File: src/design/rsc_pkg.sv
// Shared types and constants of the reset source controller
package rsc_pkg;
	typedef enum logic [2:0] {
		RSC_NONE = 3'h0,
		RSC_POR = 3'h1,
		RSC_WDT_RUN = 3'h2,
		RSC_WDT_LP = 3'h3,
		RSC_KEY = 3'h4
	} rsc_cause_t;
	typedef enum logic [1:0] {
		RSC_ST_RUN = 2'h0,
		RSC_ST_APPLY = 2'h1,
		RSC_ST_HOLD = 2'h2
	} rsc_state_t;
	// Watchdog key field codes
	localparam logic [4:0] KEY_ENABLE = 5'h0a;
	localparam logic [4:0] KEY_DISABLE = 5'h15;
	// Delay from a bad key to the reset
	localparam int CLK_HZ = 10000000;
	localparam int T_SRESET_NS = 2000;
	localparam int T_SRESET_CYC = (T_SRESET_NS * (CLK_HZ / 1000000) + 999) / 1000;
	// Register byte offsets
	localparam logic [3:0] OFS_FLAGS = 4'h0;
	localparam logic [3:0] OFS_EVT = 4'h4;
	localparam logic [3:0] OFS_MASK = 4'h8;
	localparam logic [3:0] OFS_CTRL = 4'hc;
	// Flag bit positions
	localparam int FLG_TO = 0;
	localparam int FLG_PDF = 1;
	localparam int FLG_WRF = 2;
	// Init strobe bit positions
	localparam int INIT_INTC = 0;
	localparam int INIT_TMR = 1;
	localparam int INIT_PORT = 2;
	localparam int INIT_WATCHDOG_CONTROL = 3;
	// Values after reset
	localparam logic [3:0] MASK_RST = 4'h0;
	localparam logic [3:0] HOLD_RST = 4'h0;
	localparam logic [31:0] RDATA_RST = 32'h0;
endpackage : rsc_pkg

File: src/design/rsc_link_if.sv
// Signals between the sequencer, the cause detector and the register slave
`timescale 1ns/10ps
`default_nettype none
interface rsc_link_if;
	rsc_pkg::rsc_cause_t cause;
	logic [3:0] ev;
	logic [2:0] flags;
	logic wrf_clr;
	logic [3:0] hold_ext;
	modport det (output cause);
	modport regs (input ev, input flags, output wrf_clr, output hold_ext);
	modport ctl (input cause, input wrf_clr, input hold_ext, output ev, output flags);
endinterface : rsc_link_if
`default_nettype wire

File: src/design/rsc_reset_ctrl.sv
// Reset source controller: sequencer, flags and init strobes
//
// Decided for this implementation: the register addresses and the Avalon-MM interface to the registers.
`timescale 1ns/10ps
`default_nettype none
// Contract
// - A sleep or idle watchdog time-out clears program counter, its low byte and stack pointer, and sets TO.
// - A sleep or idle watchdog time-out also sets PDF and clears the watchdog counter, and leaves every other register untouched.
// - Time-out and power-down flags are kept and follow watchdog and low-power activity.
// - Power-on clears both time-out and power-down flags.
// - A running-mode watchdog time-out sets time-out and keeps power-down as it was.
// - A sleep or idle watchdog time-out sets both time-out and power-down.
// - Power-on disables every interrupt source by clearing the interrupt controls.
// - Every reset clears the watchdog counter and time base, and the watchdog restarts at once.
// - Power-on switches the timer module off by clearing its control, compare and period registers.
// - Power-on makes all port pins inputs and disables pull-ups and wake-up.
// - Power-on starts execution at address zero with the stack pointer at its top.
// - A running-mode watchdog time-out reloads control registers but keeps accumulator and table pointer.
// - A watchdog time-out in normal operation reloads the control registers without power-on init and sets time-out.
// - A key field other than the two valid codes resets after a fixed delay and sets the write reset flag.
module rsc_reset_ctrl (
	// Clock and power-on reset
	input wire logic core_clk,
	input wire logic rst_n,
	// Reset sources and mode
	input wire logic por_req,
	input wire logic wdt_timeout,
	input wire logic low_power,
	input wire logic [4:0] watchdog_key_field,
	input wire logic halt_enter,
	input wire logic clr_wdt,
	// Avalon-MM slave
	input wire logic [3:0] avs_address,
	input wire logic avs_read,
	input wire logic avs_write,
	input wire logic [31:0] avs_writedata,
	output logic [31:0] avs_readdata,
	output logic avs_waitrequest,
	output logic irq,
	// Reset flags
	output logic timeout_flag,
	output logic power_down_flag,
	output logic control_write_reset_flag,
	// Init strobes and core hold
	output logic pc_sp_clr,
	output logic por_init,
	output logic [3:0] ctrl_init,
	output logic wdt_tb_clr,
	output logic core_hold,
	output logic [2:0] reset_cause
);
	rsc_link_if lk ();

	rsc_pkg::rsc_state_t state_q;
	rsc_pkg::rsc_state_t state_d;
	rsc_pkg::rsc_cause_t cin;
	rsc_pkg::rsc_cause_t cause_q;
	logic [3:0] hold_q;
	logic [3:0] hold_d;
	logic to_q;
	logic pdf_q;
	logic wrf_q;
	logic pc_sp_q;
	logic por_init_q;
	logic [3:0] init_q;
	logic wdt_tb_q;
	logic core_hold_q;
	wire logic take;
	wire logic is_por;
	wire logic is_run;
	wire logic is_lp;
	wire logic is_key;
	wire logic to_d;
	wire logic pdf_d;
	wire logic wrf_d;

	rsc_cause_det u_det (
		.core_clk(core_clk),
		.rst_n(rst_n),
		.por_req(por_req),
		.wdt_timeout(wdt_timeout),
		.low_power(low_power),
		.watchdog_key_field(watchdog_key_field),
		.lk(lk.det)
	);

	rsc_regs u_regs (
		.core_clk(core_clk),
		.rst_n(rst_n),
		.avs_address(avs_address),
		.avs_read(avs_read),
		.avs_write(avs_write),
		.avs_writedata(avs_writedata),
		.avs_readdata(avs_readdata),
		.avs_waitrequest(avs_waitrequest),
		.irq(irq),
		.lk(lk.regs)
	);

	// A cause is taken while running; power-on is taken in any state
	assign cin = lk.cause;
	assign take = (cin != rsc_pkg::RSC_NONE) && ((state_q == rsc_pkg::RSC_ST_RUN) || (cin == rsc_pkg::RSC_POR));
	assign is_por = take && (cin == rsc_pkg::RSC_POR);
	assign is_run = take && (cin == rsc_pkg::RSC_WDT_RUN);
	assign is_lp = take && (cin == rsc_pkg::RSC_WDT_LP);
	assign is_key = take && (cin == rsc_pkg::RSC_KEY);

	// One event pulse per cause toward the status register
	for (genvar i = 0; i < 4; i++) begin : g_ev
		assign lk.ev[i] = take && (cin == rsc_pkg::rsc_cause_t'(3'(i + 1)));
	end
	assign lk.flags = {wrf_q, pdf_q, to_q};

	// Reset events win over software activity in the same cycle, except that halt or clear-watchdog still clears TO on a key reset
	assign to_d = (is_run || is_lp) ? 1'b1 :
		(is_por || halt_enter || clr_wdt) ? 1'b0 : to_q;
	assign pdf_d = is_lp ? 1'b1 : is_por ? 1'b0 :
		(is_run || is_key) ? pdf_q :
		halt_enter ? 1'b1 : clr_wdt ? 1'b0 : pdf_q;
	assign wrf_d = is_key ? 1'b1 : (is_por || lk.wrf_clr) ? 1'b0 : wrf_q;

	always_comb begin
		state_d = state_q;
		hold_d = hold_q;
		case (state_q)
			rsc_pkg::RSC_ST_RUN: state_d = rsc_pkg::RSC_ST_RUN;
			rsc_pkg::RSC_ST_APPLY: begin
				state_d = rsc_pkg::RSC_ST_HOLD;
				hold_d = lk.hold_ext;
			end
			rsc_pkg::RSC_ST_HOLD: begin
				if (hold_q == 4'h0) begin
					state_d = rsc_pkg::RSC_ST_RUN;
				end else begin
					hold_d = hold_q - 4'h1;
				end
			end
			default: state_d = rsc_pkg::RSC_ST_RUN;
		endcase
		if (take) begin
			state_d = rsc_pkg::RSC_ST_APPLY;
		end
	end

	always_ff @(posedge core_clk or negedge rst_n) begin
		if (!rst_n) begin
			state_q <= rsc_pkg::RSC_ST_RUN;
			hold_q <= 4'h0;
			cause_q <= rsc_pkg::RSC_NONE;
			to_q <= 1'b0;
			pdf_q <= 1'b0;
			wrf_q <= 1'b0;
		end else begin
			state_q <= state_d;
			hold_q <= hold_d;
			cause_q <= take ? cin : cause_q;
			to_q <= to_d;
			pdf_q <= pdf_d;
			wrf_q <= wrf_d;
		end
	end

	// Strobes; sleep wake-up skips the reload so register contents survive
	always_ff @(posedge core_clk or negedge rst_n) begin
		if (!rst_n) begin
			pc_sp_q <= 1'b0;
			por_init_q <= 1'b0;
			init_q <= 4'h0;
			wdt_tb_q <= 1'b0;
			core_hold_q <= 1'b0;
		end else begin
			pc_sp_q <= take;
			por_init_q <= is_por;
			init_q <= {4{take && !is_lp}};
			wdt_tb_q <= take;
			core_hold_q <= state_d != rsc_pkg::RSC_ST_RUN;
		end
	end

	assign timeout_flag = to_q;
	assign power_down_flag = pdf_q;
	assign control_write_reset_flag = wrf_q;
	assign pc_sp_clr = pc_sp_q;
	assign por_init = por_init_q;
	assign ctrl_init = init_q;
	assign wdt_tb_clr = wdt_tb_q;
	assign core_hold = core_hold_q;
	assign reset_cause = cause_q;
endmodule : rsc_reset_ctrl
`default_nettype wire

File: src/design/rsc_cause_det.sv
// Reset cause detection and priority
`timescale 1ns/10ps
`default_nettype none
module rsc_cause_det (
	// Clock and reset
	input wire logic core_clk,
	input wire logic rst_n,
	// Reset sources
	input wire logic por_req,
	input wire logic wdt_timeout,
	input wire logic low_power,
	input wire logic [4:0] watchdog_key_field,
	// Cause to the sequencer
	rsc_link_if.det lk
);
	localparam int KD = rsc_pkg::T_SRESET_CYC;

	logic por_pend_q;
	logic armed_q;
	logic [7:0] cnt_q;
	rsc_pkg::rsc_cause_t cause_q;
	rsc_pkg::rsc_cause_t cause_d;
	wire logic key_bad;
	wire logic key_fire;

	assign key_bad = (watchdog_key_field != rsc_pkg::KEY_ENABLE) &&
		(watchdog_key_field != rsc_pkg::KEY_DISABLE);
	assign key_fire = key_bad && armed_q && (cnt_q == 8'(KD - 1));
	// Power-on outranks every other source
	assign cause_d = (por_pend_q || por_req) ? rsc_pkg::RSC_POR :
		key_fire ? rsc_pkg::RSC_KEY :
		wdt_timeout ? (low_power ? rsc_pkg::RSC_WDT_LP : rsc_pkg::RSC_WDT_RUN) :
		rsc_pkg::RSC_NONE;
	assign lk.cause = cause_q;

	// One shot per bad key; re-armed only once the field reads valid again
	always_ff @(posedge core_clk or negedge rst_n) begin
		if (!rst_n) begin
			por_pend_q <= 1'b1;
			armed_q <= 1'b1;
			cnt_q <= 8'h0;
			cause_q <= rsc_pkg::RSC_NONE;
		end else begin
			por_pend_q <= 1'b0;
			armed_q <= !key_bad || (armed_q && !key_fire);
			cnt_q <= (key_bad && armed_q && !key_fire) ? cnt_q + 8'h1 : 8'h0;
			cause_q <= cause_d;
		end
	end
endmodule : rsc_cause_det
`default_nettype wire

File: src/design/rsc_regs.sv
// Avalon-MM register slave with event status, mask and interrupt
`timescale 1ns/10ps
`default_nettype none
module rsc_regs (
	// Clock and reset
	input wire logic core_clk,
	input wire logic rst_n,
	// Avalon-MM slave
	input wire logic [3:0] avs_address,
	input wire logic avs_read,
	input wire logic avs_write,
	input wire logic [31:0] avs_writedata,
	output logic [31:0] avs_readdata,
	output logic avs_waitrequest,
	output logic irq,
	// Sequencer side
	rsc_link_if.regs lk
);
	logic wait_q;
	logic irq_q;
	logic [31:0] rdata_q;
	logic [3:0] evt_q;
	logic [3:0] mask_q;
	logic [3:0] hold_q;
	wire logic req;
	wire logic wr;
	wire logic sel_flags;
	wire logic sel_evt;
	wire logic sel_mask;
	wire logic sel_ctrl;
	wire logic [31:0] rd_mux;
	wire logic [3:0] evt_d;
	wire logic [3:0] mask_d;

	assign req = avs_read || avs_write;
	assign wr = avs_write && !wait_q;
	assign sel_flags = avs_address == rsc_pkg::OFS_FLAGS;
	assign sel_evt = avs_address == rsc_pkg::OFS_EVT;
	assign sel_mask = avs_address == rsc_pkg::OFS_MASK;
	assign sel_ctrl = avs_address == rsc_pkg::OFS_CTRL;
	// Unmapped offsets read zero and ignore writes
	assign rd_mux = sel_flags ? {29'h0, lk.flags} :
		sel_evt ? {28'h0, evt_q} :
		sel_mask ? {28'h0, mask_q} :
		sel_ctrl ? {28'h0, hold_q} : 32'h0;
	// New event beats a write-one clear in the same cycle
	assign evt_d = (evt_q & ~((wr && sel_evt) ? avs_writedata[3:0] : 4'h0)) | lk.ev;
	assign mask_d = (wr && sel_mask) ? avs_writedata[3:0] : mask_q;
	assign lk.wrf_clr = wr && sel_flags && avs_writedata[rsc_pkg::FLG_WRF];
	assign lk.hold_ext = hold_q;
	assign avs_readdata = rdata_q;
	assign avs_waitrequest = wait_q;
	assign irq = irq_q;

	// Fixed one wait state keeps the read mux out of the bus timing path
	always_ff @(posedge core_clk or negedge rst_n) begin
		if (!rst_n) begin
			wait_q <= 1'b1;
			rdata_q <= rsc_pkg::RDATA_RST;
			evt_q <= 4'h0;
			mask_q <= rsc_pkg::MASK_RST;
			hold_q <= rsc_pkg::HOLD_RST;
			irq_q <= 1'b0;
		end else begin
			wait_q <= !(req && wait_q);
			rdata_q <= (avs_read && wait_q) ? rd_mux : rdata_q;
			evt_q <= evt_d;
			mask_q <= mask_d;
			hold_q <= (wr && sel_ctrl) ? avs_writedata[3:0] : hold_q;
			irq_q <= |(evt_d & mask_d);
		end
	end
endmodule : rsc_regs
`default_nettype wire

File: config.mk
export PLATFORM = sky130hd
export DESIGN_NAME = rsc_reset_ctrl
export DESIGN_NICKNAME = d
export VERILOG_FILES = /design/src/design/rsc_pkg.sv /design/src/design/rsc_link_if.sv /design/src/design/rsc_reset_ctrl.sv /design/src/design/rsc_cause_det.sv /design/src/design/rsc_regs.sv
export SDC_FILE = /design/constraint.sdc
export NUM_CORES = 1
export LEC_CHECK = 0
export BUFFER_PORTS_ARGS = -buffer_cell sky130_fd_sc_hd__clkbuf_2
export CORE_UTILIZATION = 25
export DETAILED_ROUTE_END_ITERATION = 16
export GPL_TIMING_DRIVEN = 0
export PLACE_DENSITY = 0.53
export SETUP_SLACK_MARGIN = 0.2
export SLEW_MARGIN = 20
export SYNTH_ARGS = -nofsm -noshare
export SYNTH_HDL_FRONTEND = slang
export SYNTH_SLANG_ARGS = --single-unit
export TNS_END_PERCENT = 50
File: constraint.sdc
create_clock -name core_clk -period 4.1 [get_ports core_clk]
set_input_delay 1.23 -clock core_clk [delete_from_list [all_inputs] [get_ports core_clk]]
set_output_delay 1.23 -clock core_clk [all_outputs]
set_load 0.02 [all_outputs]
## Yosys cells after proc, flatten, opt, wreduce, memory -nomap -nowiden

Cells that the tools add are included.

- Register bits: 75
- Input port bits: 50
- Output and inout port bits: 48
- Logic and storage cells: 110

- Add/subtract/negate cells: 2
- Eq/ne operators: 14
- Mux-type cells: 25
- Bitwise logic cells: 4
- Reductions and logical operators: 45

Operators with widths:

| operator | number |
|---|---|
| 32-bit 2-to-1 mux | 3 |
| 1-bit logical AND | 19 |
| 4-bit 2-to-1 mux | 4 |
| 1-bit 2-to-1 mux | 10 |
| 1-bit logical OR | 9 |
| 3-bit 2-to-1 mux | 3 |
| 8-bit by 1-bit adder with 8-bit output, second input constant | 1 |
| 4-bit bitwise AND | 2 |
| 4-bit == test, second input constant | 2 |
| 8-bit by 5-bit == test with 1-bit output, second input constant | 1 |
| 4-bit zero test | 2 |
| 8-bit 2-to-1 mux | 1 |
| 4-bit case mux with 2 select lines | 1 |
| 2-bit nonzero test | 4 |
| 3-bit by 2-bit == test with 1-bit output, second input constant | 2 |
| 1-bit zero test | 5 |
| 5-bit by 4-bit inequality test with 1-bit output, second input constant | 1 |
| 5-bit inequality test, second input constant | 1 |
| 4-bit by 3-bit == test with 1-bit output, second input constant | 1 |
| 2-bit 2-to-1 mux | 2 |
| 4-bit inverter | 1 |
| 4-bit bitwise OR | 1 |
| 2-bit case mux with 2 select lines | 1 |
| 2-bit AND reduction | 2 |
| 11 further kinds | 11 |

## Depth between registers and ports, before layout

- Depth after elaboration: 9
- Depth in mapped cells: 7
- Depth with buffers taken out: 6

## Cells and area by module

From an unflattened synthesis, not the netlist that was laid out.

- Cell total of the unflattened synthesis: 245
- Area, all modules: 2610.0 um^2

Modules (own cells, without submodules):

| module | times used | cells each | area an instance (um^2) | sequential area each (um^2) |
|---|---|---|---|---|
| rsc_regs | 1 | 98 | 1074.8 | 451.7 |
| rsc_reset_ctrl | 1 | 89 | 915.9 | 400.4 |
| rsc_cause_det | 1 | 58 | 619.3 | 327.8 |

## Worst setup path after synthesis

OpenSTA, ideal clock, no wires.

- Path kind: in2reg
- Start point: input avs_address[1]
- End point: register u_regs.irq_q (netlist: u_regs.irq)
- Library setup time: 137 ps
- Data arrival time: 2289 ps
- Data required time: 3963 ps
- Path slack: 1674 ps
- Stages: 4
- Buffers on the path: 0
- Cell sequence: or4b_4 > nor3b_4 > a221o_1 > o2111ai_1

- Longest elaborated chain between the ends: 8
- Elaborated cells between the ends (all ways): 11
- Those cells by class: eq/ne: 2; mux: 2; bitwise: 4; reduce/logical: 3

RTL lines:

| item | line | RTL |
|---|---|---|
| from (decl) | rsc_reset_ctrl.sv:33 | `input wire logic [3:0] avs_address,` |
| 4-bit by 3-bit == test with 1-bit output | rsc_regs.sv:38 | `assign sel_evt = avs_address == rsc_pkg::OFS_EVT;` |
| 1-bit logical AND | rsc_regs.sv:47 | `assign evt_d = (evt_q & ~((wr && sel_evt) ? avs_writedata[3:0] : 4'h0)) \| lk.ev;` |
| 4-bit 2-to-1 mux | rsc_regs.sv:47 |  |
| 4-bit inverter | rsc_regs.sv:47 |  |
| 4-bit bitwise AND | rsc_regs.sv:47 |  |
| 4-bit bitwise OR | rsc_regs.sv:47 |  |
| 4-bit bitwise AND * | rsc_regs.sv:70 | `irq_q <= \|(evt_d & mask_d);` |
| 4-bit OR reduction * | rsc_regs.sv:70 |  |
| to (signal assigned) | rsc_regs.sv:70 |  |
| to (decl) | rsc_regs.sv:20 | `logic irq_q;` |

Mark *: on every way between the ends. The rest lies on a longest branch, timed or not.
A chain may end at the register's enable or synchronous reset.

## Worst setup path in the final report

- Start point: input avs_address[1]
- End point: register u_regs.hold_q[0] (netlist: u_regs.lk.hold_ext[0])

- Longest elaborated chain between the ends: 2

RTL lines:

| item | line | RTL |
|---|---|---|
| 4-bit == test | rsc_regs.sv:40 | `assign sel_ctrl = avs_address == rsc_pkg::OFS_CTRL;` |
| 1-bit logical AND | rsc_regs.sv:69 | `hold_q <= (wr && sel_ctrl) ? avs_writedata[3:0] : hold_q;` |
| to (signal assigned) | rsc_regs.sv:62 | `hold_q <= rsc_pkg::HOLD_RST;` |
| to (signal assigned) | rsc_regs.sv:69 |  |
| to (decl) | rsc_regs.sv:24 | `logic [3:0] hold_q;` |

Every way passes these cells.

==> run_results.csv <==
group,metric,value,unit
sta,holdWs,485.8,ps
logic_synthesis,ys_async_sr_fraction,100.0,%
floorplanning,fp-row-count,36,
sta,fin_crit_sh,60.71,%
sta,hold_viol,0,
sta,clock.fmax,401.7,MHz
routing,drt-pass1-iter-count,4,
cts,cts_tree,"built",
layout,n_antenna_cell,0,
floorplanning,die_area,10420,um^2
logic_synthesis,ys_warn_count,0,
grt,first_global_vias,1762,
logic_synthesis,yosysUniqueCellTypes,47,
floorplanning,ios,98,
sta,worst_pin_slew,656.7,ps
worst_setup_path,path_max_fanout,6,
worst_setup_path,crit_path_end_kind,"flip-flop",
cts,cts.sinks,47,
cts,path_clk_slew,90,ps
routing,via_count,1830,
floorplanning,start_util,25.73,%
sta,setup_viol,0,
placement,placed_cell_area,2983,um^2
sta,relSlewSlack,56.22,%
floorplanning,die_x,102.1,um
cts,cts_resized,0,
worst_setup_path,required,4290,ps
power,total_power,1310,uW
logic_synthesis,synth_ff_type,"dfrtp_1",
placement,gp_congestion,0.7888,
layout,areaGrowthSynthToFinish,23.64,%
logic_synthesis,synthCells,235,
layout,finalNetCount,366,
floorplanning,core,9729,um^2
grt,grt_max_degree,48,
sta,skew,4.551,ps
sta,fin_ws,1611,ps
layout,seq_area,1180,um^2
grt,track_usage,10.84,%
cts,clockBufferDepth,2,
routing,routedWlPerCell,11.52,um
grt,antenna_found_initial,0,
worst_setup_path,critical_path_class,"input port to flip-flop",
layout,stdcell_area,3095,um^2
worst_setup_path,arrival,2680,ps
cts,postCtsHoldBufs,0,
placement,dpl.hpwl,3.863,mm
sta,tns,0,ps
routing,routed_via_density,4.112,
hold_path,min_path_type,"flip-flop to flip-flop",
logic_synthesis,syn_avg_cell_area,10.65,um^2
layout,fill_cells,1023,
status,run_status,"finished, final reports clean",
power,powerDensity,423.1,nW/um^2
layout,multi_input_area,1125,um^2
routing,drt_first_iter_violations,63,
routing,finalWirelength,5.125,mm
power,power_leakage,0.001549,uW
sta,fin_crit,2489,ps
cts,postCtsSetupRepairBufs,0,
cts,clockRootBuffer,"clkbuf_8",
layout,drive_gt1_share,33.33,%
sta,rsz0062_at_grt,"false",
routing,ant_nets,0,
placement,dp_slack,1317,ps
logic_synthesis,synth.yosys.seq_area_share,47.13,%
sta,slew_violations,0,
job,drv_cap,0,
worst_setup_path,crit_path_start_kind,"input port",
power,ir_worst_vdd,0.1685,mV
floorplanning,die_h,102.1,um
cts,clk_latency,300,ps
cts,numCtsBuffers,5,
logic_synthesis,netlist_area,2504,um^2
grt,grt_overflow,0,
cts,htree_num_levels,2,
grt,grt_first_pass_wirelength,8.694,mm
logic_synthesis,synth-edff-count,0,
logic_synthesis,synth-seq-cells,47,
routing,route.detailed.drc,0,
placement,numPortBuffers,41,
==> final timing paths <==
path / from / slack [ps] / endpoint / cells past startpoint
min reg2reg: u_det.armed_q / 490 / u_det.armed_q / 2
max: avs_address[1] / 1610 / u_regs.lk.hold_ext[0] / 5
min: u_det.armed_q / 490 / u_det.armed_q / 2
max in group asynchronous: rst_n / 2690 / u_regs.mask_q[2] / 1
min in group asynchronous: rst_n / 970 / wdt_tb_clr / 1
max reg2reg: hold_q[0] / 2120 / hold_q[0] / 7
==> area by class of cell <==
| type | count | share of cell area (%) |
|---|---|---|
| multi-input combinational | 168 | 36.34 |
| clock buffer | 5 | 2.223 |
| clock inverter | 3 | 1.415 |
| tap | 133 | 5.376 |
| inverter | 12 | 1.455 |
| timing repair buffer | 41 | 6.710 |
| buffer | 36 | 8.367 |
| sequential | 47 | 38.12 |
==> through the flow <==
step | instances | util [%]
after floorplan | 263 | -
after global placement | 437 | 30.63
after detailed placement | 437 | 30.66
after CTS | 445 | 31.82
after global routing | 445 | 31.82
final | 445 | 31.82
==> logic make-up after synthesis <==
family	share of synthesized area (%)
adders and majority gates	2.499
DFF	47.13
and+or+nand+nor	17.29
buffers and inverters	12.14
xor gates and xnor gates	2.449
muxes	6.996
AOI/OAI and AO/OA	11.34
other	0.1498
==> per-layer routing <==
metal / vias up / share of wire, % / global-route usage [%]
met4: 0 / 0.55 / 3.846
met2: 49 / 50 / 17.76
li1: 912 / - / -
met5: - / 0 / 0
met1: 867 / 45 / 13.94
met3: 2 / 4.7 / 2.599
==> cells in the mapped netlist (all sizes together) (5+ instances only) <==
cell	count	area (um^2)
dfrtp	44	1101
buf	35	255.2
nand2	20	75.07
nor2	16	62.56
inv	12	45.04
o21ai	11	55.05
nand3	8	40.04
nor2b	8	50.05
mux2	6	67.56
a221o	5	51.30
a22o	5	43.79
ha	5	62.56
==> worst max-delay path, cell delays in order <==
cell and delay [ps]:
clkbuf_2 100, nor4b_2 590, and3_1 230, buf_2 170, mux2_2 340
==> cells in the final DEF (no fill, tap or decap), drive strengths merged, types with 5 or more instances in the layout <==
| cell | count |
|---|---|
| nor2 | 16 |
| nor2b | 8 |
| o21ai | 11 |
| ha | 5 |
| clkbuf | 47 |
| conb | 29 |
| dfrtp | 44 |
| a221o | 5 |
| inv | 12 |
| nand3 | 8 |
| buf | 35 |
| a22o | 5 |
| mux2 | 6 |
| nand2 | 20 |
==> sequential cells by signal (all words and copies together), names as in the netlist <==
signal,cells
reset_cause,3
timeout_flag,1
hold_q,4
u_det.armed_q,1
u_det.lk.cause,3
u_regs.evt_q,4
por_init,1
ctrl_init,1
u_det.cnt_q,8
u_regs.avs_waitrequest,1
u_regs.irq,1
control_write_reset_flag,1
core_hold,1
state_q,2
u_det.por_pend_q,1
wdt_tb_clr,1
power_down_flag,1
u_regs.lk.hold_ext,4
u_regs.avs_readdata,4
u_regs.mask_q,4
==> where the power goes <==
part           internal [uW]  switching (uW)
clock network            182             163
logic                    158             189
registers                550            67.8
total                    890             420
No activity file was read; power rests on OpenSTA's default activity.
